<file path="src/fsl_pkg.sv">
// Notes on behaviour
// - steady function drives the channel at full 100 percent amplitude.
// - dimming sets amplitude 1..99 percent in 1 percent steps, monotonic.
// - blinking toggles at 0.1..9.9 Hz in 0.1 Hz steps.
// - flashing repeats at a fixed 1 Hz.
// - flash pulse width is 1..99 ms in 1 ms steps.
// - off function keeps the channel dark.
// - five operating modes, each holding settings for all channels.
// - every channel gets its own function in every mode.
// - mode chosen by contacts; no contact active selects mode 1.
// - several active contacts select the highest mode number.
// - external flashing inputs override every operating mode.
// - two flashing inputs with a configurable priority between them.
// - rising edge on governing input switches all channels to steady.
// - no edge for 2 seconds returns channels to their mode functions.
// - power fault disables only that channel at once; rate fault does not.
// - display shows E0, channel, cause; blank without fault.
// - one failure rate threshold for all channels, 1..99 percent.
// - reference current re-read after reset, settings change, new units.
// - fault relay shows error on fault and when idle or unpowered.
// - DIP switch 8 selects single or collective fault reporting.
// - single reporting drives only the faulty channel's relay and LED.
// - collective reporting drives all relays, only the faulty LED.
// - fault stays latched until local key or remote reset command.
package fsl_pkg;
   localparam int NCH = 4;
   localparam int NMODE = 5;
   localparam int NCFG = 20;
   localparam int CLK_PERIOD_NS = 4;
   localparam int TICK_NS = 1000000;
   localparam int TICK_CYC_DEF = TICK_NS / CLK_PERIOD_NS;
   localparam int OVR_S = 2;
   localparam logic [10:0] OVR_MS = 11'(OVR_S * 1000);
   localparam int FLASH_HZ = 1;
   localparam logic [9:0] FLASH_PER_MS = 10'(1000 / FLASH_HZ);
   localparam logic [12:0] BLINK_HALF = 13'h1388;
   localparam logic [6:0] AMP_FULL = 7'h64;
   localparam logic [6:0] VAL_MIN = 7'h01;
   localparam logic [6:0] VAL_MAX = 7'h63;
   localparam logic [6:0] THR_RST = 7'h14;
   localparam logic [6:0] CFG_VAL_RST = 7'h32;
   localparam logic [7:0] A_CTRL = 8'h00;
   localparam logic [7:0] A_THR = 8'h04;
   localparam logic [7:0] A_STAT = 8'h08;
   localparam logic [7:0] A_FLT = 8'h0C;
   localparam logic [7:0] A_CFG = 8'h40;
   localparam logic [7:0] A_CFG_END = 8'h90;
   localparam int CTRL_PRIO = 0;
   localparam int CTRL_CLR = 1;
   localparam logic [1:0] C_RATE = 2'h0;
   localparam logic [1:0] C_PWR = 2'h1;
   localparam logic [1:0] C_INT = 2'h2;
   localparam logic [3:0] DG_E = 4'hE;
   localparam logic [3:0] DG_BLANK = 4'hF;
   localparam logic [15:0] DISP_BLANK = 16'hFFFF;

   typedef enum logic [2:0] {FN_STEADY, FN_DIM, FN_BLINK, FN_FLASH, FN_OFF} fsl_func_e;

   typedef struct packed {
      fsl_func_e func;
      logic [6:0] val;
   } fsl_cfg_s;

   typedef struct packed {
      logic [3:0] hw_fault;
      logic [3:0] int_err;
      logic [3:0] connect;
      logic [3:0][7:0] cur;
   } fsl_chin_s;

   typedef struct packed {
      logic [3:0] relay_ok;
      logic [3:0] led;
      logic [15:0] disp;
   } fsl_flt_s;

   typedef struct packed {
      fsl_cfg_s [NCFG-1:0] cfg;
      logic prio;
      logic [6:0] thr;
      logic [31:0] tick;
      logic ms;
      logic [9:0] fl_ms;
      logic [3:0][12:0] b_acc;
      logic [3:0] b_ph;
      logic [1:0] in_prev;
      logic [1:0] in_lvl;
      logic [1:0][10:0] in_tmr;
      logic [3:0] f_v;
      logic [3:0][1:0] f_c;
      logic [3:0][7:0] refc;
      logic [3:0] ref_req;
      logic [3:0][6:0] amp;
      fsl_flt_s flt;
   } fsl_state_s;
endpackage

</file>
<file path="src/fsl_lamp_ctrl.sv">
// Chosen here: the APB slave port and the placing of the registers.
`timescale 1ns/100ps
module fsl_lamp_ctrl
   import fsl_pkg::*;
#(
   parameter int TICK_CYC = TICK_CYC_DEF
)
(
   // clock and reset
   input wire logic pclk,
   input wire logic presetn,
   // apb slave
   input wire logic psel,
   input wire logic penable,
   input wire logic pwrite,
   input wire logic [7:0] paddr,
   input wire logic [31:0] pwdata,
   output logic [31:0] prdata,
   output logic pready,
   output logic pslverr,
   // contacts and switches
   input wire logic [4:0] mode_contact,
   input wire logic [1:0] flash_in,
   input wire logic dip_collective,
   input wire logic reset_key,
   // channel sensing
   input fsl_chin_s chin,
   // lamp and fault outputs
   output logic [3:0][6:0] lamp_amp,
   output fsl_flt_s flt
);
   fsl_state_s st_r;
   fsl_state_s st_nxt;
   logic [2:0] mode_sel;
   logic ovr_act;
   logic ovr_lvl;
   logic gov;
   logic wr_ok;
   logic clr_cmd;

   function automatic logic [6:0] clamp(input logic [6:0] v);
      clamp = (v < VAL_MIN) ? VAL_MIN : ((v > VAL_MAX) ? VAL_MAX : v);
   endfunction

   function automatic logic addr_ok(input logic [7:0] a);
      addr_ok = (a[1:0] == 2'h0) &&
         (a <= A_FLT || (a >= A_CFG && a < A_CFG_END));
   endfunction

   function automatic logic [4:0] cfg_idx(input logic [2:0] m, input int c);
      cfg_idx = 5'(m * 3'h4 + 5'(c));
   endfunction

   function automatic logic pwr_dis(input fsl_state_s s, input logic hw, input int c);
      pwr_dis = hw | (s.f_v[c] & (s.f_c[c] == C_PWR));
   endfunction

   // ------------------------------------------------------------
   // mode and override selection
   // ------------------------------------------------------------
   always_comb
   begin
      mode_sel = 3'h0;
      for (int i = 1; i < NMODE; i++)
      begin
         if (mode_contact[i])
         begin
            mode_sel = 3'(i);
         end
      end
   end

   // governing input: preferred one while it toggles, else the other
   assign gov = (st_r.in_tmr[st_r.prio] < OVR_MS) ? st_r.prio : ~st_r.prio;
   assign ovr_act = (st_r.in_tmr[0] < OVR_MS) || (st_r.in_tmr[1] < OVR_MS);
   assign ovr_lvl = st_r.in_lvl[gov];
   assign wr_ok = psel && penable && pwrite && addr_ok(paddr);
   assign clr_cmd = reset_key || (wr_ok && paddr == A_CTRL && pwdata[CTRL_CLR]);

   // ------------------------------------------------------------
   // apb read side
   // ------------------------------------------------------------
   assign pready = 1'b1;
   assign pslverr = psel && penable && !addr_ok(paddr);

   always_comb
   begin
      prdata = 32'h0;
      if (psel && addr_ok(paddr))
      begin
         if (paddr == A_CTRL)
         begin
            prdata[CTRL_PRIO] = st_r.prio;
         end
         else if (paddr == A_THR)
         begin
            prdata[6:0] = st_r.thr;
         end
         else if (paddr == A_STAT)
         begin
            prdata[8:0] = {st_r.ref_req, ovr_lvl, ovr_act, mode_sel};
         end
         else if (paddr == A_FLT)
         begin
            prdata[27:0] = {st_r.flt.disp, st_r.f_c, st_r.f_v};
         end
         else
         begin
            prdata[9:0] = st_r.cfg[5'((paddr - A_CFG) >> 2)];
         end
      end
   end

   // ------------------------------------------------------------
   // next state
   // ------------------------------------------------------------
   always_comb
   begin
      fsl_func_e f;
      logic [6:0] v;
      logic [6:0] a;
      logic [14:0] lhs;
      logic [14:0] rhs;
      logic set;
      logic [1:0] cause;
      logic [12:0] acc;
      logic rearm;
      st_nxt = st_r;
      f = FN_OFF;
      v = 7'h0;
      a = 7'h0;
      lhs = 15'h0;
      rhs = 15'h0;
      set = 1'b0;
      cause = C_RATE;
      acc = 13'h0;
      rearm = 1'b0;
      // millisecond time base
      st_nxt.ms = 1'b0;
      if (st_r.tick >= 32'(TICK_CYC - 1))
      begin
         st_nxt.tick = 32'h0;
         st_nxt.ms = 1'b1;
      end
      else
      begin
         st_nxt.tick = st_r.tick + 32'h1;
      end
      if (st_r.ms)
      begin
         // fixed flash period
         st_nxt.fl_ms = (st_r.fl_ms == FLASH_PER_MS - 10'h1) ? 10'h0 : st_r.fl_ms + 10'h1;
         for (int k = 0; k < 2; k++)
         begin
            if (st_r.in_tmr[k] < OVR_MS)
            begin
               st_nxt.in_tmr[k] = st_r.in_tmr[k] + 11'h1;
            end
         end
      end
      // flashing input edges restart the hold timer
      for (int k = 0; k < 2; k++)
      begin
         if (flash_in[k] != st_r.in_prev[k])
         begin
            st_nxt.in_tmr[k] = 11'h0;
            st_nxt.in_lvl[k] = flash_in[k];
         end
      end
      st_nxt.in_prev = flash_in;
      // register writes
      if (wr_ok)
      begin
         if (paddr == A_CTRL)
         begin
            st_nxt.prio = pwdata[CTRL_PRIO];
         end
         else if (paddr == A_THR)
         begin
            st_nxt.thr = clamp(pwdata[6:0]);
            st_nxt.ref_req = 4'hF;
            rearm = 1'b1;
         end
         else if (paddr >= A_CFG)
         begin
            st_nxt.cfg[5'((paddr - A_CFG) >> 2)].func = (pwdata[2:0] > 3'(FN_OFF)) ?
               FN_OFF : fsl_func_e'(pwdata[2:0]);
            st_nxt.cfg[5'((paddr - A_CFG) >> 2)].val = clamp(pwdata[9:3]);
            st_nxt.ref_req = 4'hF;
            rearm = 1'b1;
         end
      end
      // per-channel lamp drive and fault supervision
      for (int c = 0; c < NCH; c++)
      begin
         f = st_r.cfg[cfg_idx(mode_sel, c)].func;
         v = st_r.cfg[cfg_idx(mode_sel, c)].val;
         case (f)
            FN_STEADY: a = AMP_FULL;
            FN_DIM: a = v;
            FN_BLINK: a = st_r.b_ph[c] ? AMP_FULL : 7'h0;
            FN_FLASH: a = (st_r.fl_ms < 10'(v)) ? AMP_FULL : 7'h0;
            FN_OFF: a = 7'h0;
            default: a = 7'h0;
         endcase
         if (ovr_act)
         begin
            a = ovr_lvl ? AMP_FULL : 7'h0;
         end
         st_nxt.amp[c] = pwr_dis(st_r, chin.hw_fault[c], c) ? 7'h0 : a;
         // blink phase accumulator in 0.1 Hz units per ms
         if (f != FN_BLINK)
         begin
            st_nxt.b_acc[c] = 13'h0;
            st_nxt.b_ph[c] = 1'b1;
         end
         else if (st_r.ms)
         begin
            acc = st_r.b_acc[c] + 13'(v);
            if (acc >= BLINK_HALF)
            begin
               st_nxt.b_acc[c] = acc - BLINK_HALF;
               st_nxt.b_ph[c] = ~st_r.b_ph[c];
            end
            else
            begin
               st_nxt.b_acc[c] = acc;
            end
         end
         // reference capture and rate check at full drive only
         lhs = 15'(chin.cur[c]) * 15'h64;
         rhs = 15'(st_r.refc[c]) * 15'(AMP_FULL - st_r.thr);
         if (chin.connect[c])
         begin
            st_nxt.ref_req[c] = 1'b1;
         end
         // a settings write in this cycle outranks the capture
         else if (st_r.ms && st_r.amp[c] == AMP_FULL && st_r.ref_req[c] && !rearm)
         begin
            st_nxt.refc[c] = chin.cur[c];
            st_nxt.ref_req[c] = 1'b0;
         end
         set = 1'b1;
         if (chin.hw_fault[c])
         begin
            cause = C_PWR;
         end
         else if (chin.int_err[c])
         begin
            cause = C_INT;
         end
         else if (st_r.ms && st_r.amp[c] == AMP_FULL && !st_r.ref_req[c] && lhs < rhs)
         begin
            cause = C_RATE;
         end
         else
         begin
            set = 1'b0;
         end
         if (clr_cmd)
         begin
            st_nxt.f_v[c] = 1'b0;
         end
         if (set && (clr_cmd || !st_r.f_v[c]))
         begin
            st_nxt.f_v[c] = 1'b1;
            st_nxt.f_c[c] = cause;
         end
      end
      // relays energised means healthy
      st_nxt.flt.relay_ok = dip_collective ? {4{~|st_nxt.f_v}} : ~st_nxt.f_v;
      st_nxt.flt.led = st_nxt.f_v;
      st_nxt.flt.disp = DISP_BLANK;
      for (int c = NCH - 1; c >= 0; c--)
      begin
         if (st_nxt.f_v[c])
         begin
            st_nxt.flt.disp = {DG_E, 4'h0, 4'(c + 1), 2'h0, st_nxt.f_c[c]};
         end
      end
   end

   always_ff @(posedge pclk or negedge presetn)
   begin
      if (!presetn)
      begin
         st_r <= '0;
         for (int i = 0; i < NCFG; i++)
         begin
            st_r.cfg[i].val <= CFG_VAL_RST;
         end
         st_r.thr <= THR_RST;
         st_r.in_tmr <= {OVR_MS, OVR_MS};
         st_r.b_ph <= 4'hF;
         st_r.ref_req <= 4'hF;
         st_r.flt.disp <= DISP_BLANK;
      end
      else
      begin
         st_r <= st_nxt;
      end
   end

   assign lamp_amp = st_r.amp;
   assign flt = st_r.flt;
endmodule

</file>
<file path="config.mk">
export PLATFORM = sky130hd
export DESIGN_NAME = fsl_lamp_ctrl
export DESIGN_NICKNAME = d
export VERILOG_FILES = /design/src/fsl_pkg.sv /design/src/fsl_lamp_ctrl.sv
export SDC_FILE = /design/constraint.sdc
export NUM_CORES = 2
export LEC_CHECK = 0
export BUFFER_PORTS_ARGS = -buffer_cell sky130_fd_sc_hd__clkbuf_2
export CAP_MARGIN = 20
export CORE_ASPECT_RATIO = 0.7
export CORE_MARGIN = 2
export CORE_UTILIZATION = 50
export CTS_BUF_LIST = sky130_fd_sc_hd__clkbuf_8
export DETAILED_ROUTE_END_ITERATION = 8
export PLACE_DENSITY_LB_ADDON = 0.08
export SLEW_MARGIN = 25
export SYNTH_ARGS = -nofsm -noshare
export SYNTH_HDL_FRONTEND = slang
export SYNTH_SLANG_ARGS = --single-unit
</file>
<file path="constraint.sdc">
create_clock -name pclk -period 17.5 [get_ports pclk]
set_input_delay 0.875 -clock pclk [delete_from_list [all_inputs] [get_ports pclk]]
set_output_delay 0.875 -clock pclk [all_outputs]
set_load 0.02 [all_outputs]
</file>
== After elaboration in Yosys (flattened, before gate mapping) ==
Cells that the tools add are included.
W data, S select, Z words.
Word-level totals
  RAM bits: 0
  ROM bits: 0
  memories kept: 0
  logic and storage cells: 432
  bits in latches: 0
  register bits after elaboration: 429
  output and inout port bits: 86
  input port bits: 98
Cells by class
  shift operators: 0
  bitwise operators: 20
  divide/modulo/power cells: 0
  add/subtract/negate cells: 17
  multiplexer cells: 148
  eq/ne operators: 34
  reductions and logical operators: 96
  order comparisons: 32
  multiply operators: 8
Operators by type and width (number)
  $bwmux W200: 2
  $bmux W10 S5: 4
  $mux W13: 13
  $mux W7: 23
  $pmux W7 S4: 4
  $demux W10 S5: 2
  $mux W10: 8
  $mux W11: 6
  $lt A15 B15 Y1: 4
  $add A13 B7 Y13: 4
  $ge A13 B13 Y1 const B: 4
  $mul A8 B5 Y13 const B: 4
  $sub A13 B13 Y13 const B: 4
  $mux W1: 50
  $mux W16: 3
  $mul A8 B15 Y15: 3
  $lt A10 B7 Y1: 4
  $logic_and A1 B1 Y1: 34
  $mux W2: 17
  $lt A11 B11 Y1 const B: 3
  $add A32 B1 Y32 const B: 1
  $ge A32 B18 Y1 const B: 1
  $mux W32: 1
  $bmux W10 S3: 1
  other kinds (50): 155

== Logic depth before layout (Yosys ltp) ==
  depth after elaboration: 18
  gate-level depth with buffers: 37
  gate-level depth less buffers: 35

== Worst setup path after synthesis ==
Ideal clock, no wire load.
  path type: register to register
  from: register st_r[225] (netlist name)
  to: register, netlist name flt[20]
  stages on the path, launching flop included: 33
  setup slack: 10265 ps
  buffers on the path: 3
  data arrival time: 7152 ps
  setup time: 83 ps
  data required time: 17417 ps
  clock period less this slack: 7235 ps
  cells stage by stage: dfrtp_1 -> clkbuf_1 -> clkbuf_1 -> inv_1 -> ha_1 -> nor2_1 -> nor2_1 -> xnor2_1 -> clkbuf_1 -> nand2_1 -> fa_1 -> inv_1 -> fa_1 -> fa_1 -> inv_1 -> fa_1 -> inv_1 -> ha_1 -> inv_1 -> o21bai_1 -> a21oi_1 -> nor2b_1 -> o21a_1 -> o41a_1 -> xnor2_1 -> ha_1 -> nand4_1 -> or3_1 -> o21ai_0 -> nor2b_1 -> nand2_1 -> or4_4 -> o21ai_0
RTL lines
  from (decl): line fsl_lamp_ctrl.sv:32  | fsl_state_s st_r;
  from (signal assigned): line fsl_lamp_ctrl.sv:300  | st_r <= st_nxt;

==> metrics.yaml <==
status: "finished, final reports clean"
die_w_um: 328
die_h_um: 231
fmax_ghz: 0.120
setup_tns_ps: 0
clockBufferDepth: 3
core_area_um2: 73000
ff2ff_setup_slack_ps: 9200
hp-class: "input pin to async pin"
power.density_nw_per_um2: 72.7
yosysTopAreaCell: "dfrtp_1"
setup_ws_ps: 9200
rsz0062_at_grt: "false"
crit_arrival_ps: 8950
cap_violations: 0
drtIter0Drc: 2258
grt-ovfl-total: 0
hold_viol: 0
reg2regPathDepth: 33
placementRows: 83
cts_hold_buf: 0
dpl_cell_area_um2: 38100
place_ws_ps: 9180
die_area_um2: 75800
cts_setup_buffers: 0
grt_usage_pct: 27.2
wire_per_inst_um: 20.0
num_io_pins: 184
nets: 4617
ys_top_cells_by_count: "440 x inv_1, 395 x nand2_1, 333 x ha_1"
drc: 0
slew_headroom_pct: 24.1
synth_cells: 3920
grt_pass1_vias: 27100
synth.area.top_cells: "dfrtp_1 23%, ha_1 11%, fa_1 11%"
dr.pass1.iters: 5
criticalPathCategory: "flip-flop to flip-flop"
yosysUniqueCellTypes: 99
grt_pass1_wl_um: 160000
place_inst: 4879
start_util_pct: 50.4
dominantRegCellSynth: "dfrtp_1"
peakVddDrop_mv: 0.0644
synth_most_common_cell: "inv_1"
p_leak_nw: 19.0
clock-root-buffer: "clkbuf_8"
cts_resized: 0
numCtsBuffers: 75
insertion_delay_ps: 750
netlist_area_um2: 36800
vias_per_cell: 5.59
cpMaxStageDelayCell: "o21ai_1"
final_cell_area_um2: 39800
ys_seq_area_share_pct: 28.8
vias: 28100
skew_ps: 62.2
required_ps: 18150
max_stage_delay_ps: 540
cts_tree: "built"
finalCritPeriodShare_pct: 47.4
grt_max_degree: 126
synth_warnings: 0
timing.final.crit_period_ps: 8300
instances_no_fill: 5020
crit_path_end_kind: "flip-flop"
grt_antenna_before_repair: 4
postSynthAreaPerCell_um2: 9.38
startpoint_type: "flip-flop"
clock_sinks: 419
gp_congestion: 0.878
synth_top_area_share_pct: 22.5
syn_to_final_growth_pct: 8.13
drv_slew: 0
fillers: 6766
setup_viol: 0
drive_gt1_share_pct: 15.8
async_flop_share_pct: 100
worstPathMaxFanout: 35
ys_seq_elements: 419
numPortBuffers: 152
worstMarginPinSlew_ps: 1130
h-tree-depth: 3
dp_hpwl_um: 74600
cpMostUsedCell: "inv_1"
clk_pin_slew_ps: 60
wirelength_um: 101000
synth_edf_count: 0
ant_nets: 0
-- cells in the final DEF, fill, tap and decap left out, types with 9 or more instances in the layout --
master	count
a21o_1	45
o21ai_1	9
and2_1	167
o21ai_0	247
nor4_1	10
nor2_1	216
a22oi_1	18
o2111ai_1	11
o211ai_1	9
o22ai_1	25
nor3_1	44
a31o_2	9
nand2b_1	32
or3_1	23
a21oi_1	178
nand2_1	395
a221oi_1	16
fa_1	206
ha_1	333
nor2b_1	31
clkbuf_2	149
nand4_1	32
mux4_2	54
mux2_2	128
nand3_1	56
clkbuf_8	85
a211oi_1	39
dfstp_2	88
dfrtp_1	330
xor2_1	68
a31oi_1	15
o21bai_1	28
o21a_1	31
buf_4	42
inv_1	464
mux2i_1	42
xnor2_1	128
and3_1	35
nor3b_1	9
conb_1	22
-- path summary, 6_finish.rpt --
check | start | end
max | st_r[225] | flt[1]
max in group asynchronous | presetn | st_r[192]
min in group pclk | flash_in[0] | st_r[124]
min reg2reg | st_r[237] | st_r[237]
max reg2reg | st_r[225] | flt[1]
min | presetn | st_r[346]
-- through the flow --
step           hold slack, ps  util (%)  power, mW
2_1_floorplan             446         -       1.65
3_3_place_gp              464      52.1       1.85
3_5_place_dp              476      52.1       1.86
4_1_cts                   245      54.4       2.92
5_1_grt                  6.53      54.5       3.09
6_report                 26.7      54.5       2.89
-- cell type report --
type / instances / area, µm² / share of cell area, %
antenna: 5 / 12.5 / 0.0315
inverter: 441 / 1660 / 4.16
timing repair buffer: 194 / 1110 / 2.79
multi-input combinational: 2849 / 23500 / 59.1
clock inverter: 50 / 475 / 1.20
sequential: 419 / 10600 / 26.7
clock buffer: 85 / 1170 / 2.94
tap: 977 / 1220 / 3.07
-- state kept, by name, indices dropped and copies added (netlist names) --
name      count
st_r        377
lamp_amp     28
flt          14
-- cell families (layout without fill, tap and decap cells) --
family	count (synthesis)	count (layout)	share of synthesized area, %
compound gates	762	762	13.1
xor+xnor	202	202	4.81
fa+ha+maj	539	539	22.5
buf+inv	672	770	7.63
flops	419	419	28.8
mux	224	224	8.37
other cells	2	27	0.0204
simple gates	1100	1100	14.7
-- power by group --
part           total [mW]  switching [mW]  leakage (nW)  internal [mW]
sequential           1.07          0.0687          5.40           1.00
combinational       0.779           0.446          12.7          0.334
clock                1.04           0.479         0.919          0.560
total                2.89           0.993          19.0           1.90
-- metal layers --
layer	global-route usage, %	part of all wire [%]
met5	0	0.027
met4	4.66	1.5
met3	7.40	8.7
met2	35.8	39
met1	43.9	51
-- worst max-delay path: cells and delay by family (launching register included) --
kind / cells / cell delay, ps
xor gates and xnor gates: 2 / 280
and+or+nand+nor: 8 / 1450
DFF: 1 / 350
AOI/OAI and AO/OA: 9 / 2340
buffers and inverters: 7 / 920
adders and majority gates: 7 / 2850
(Power assumes the default switching activity.)
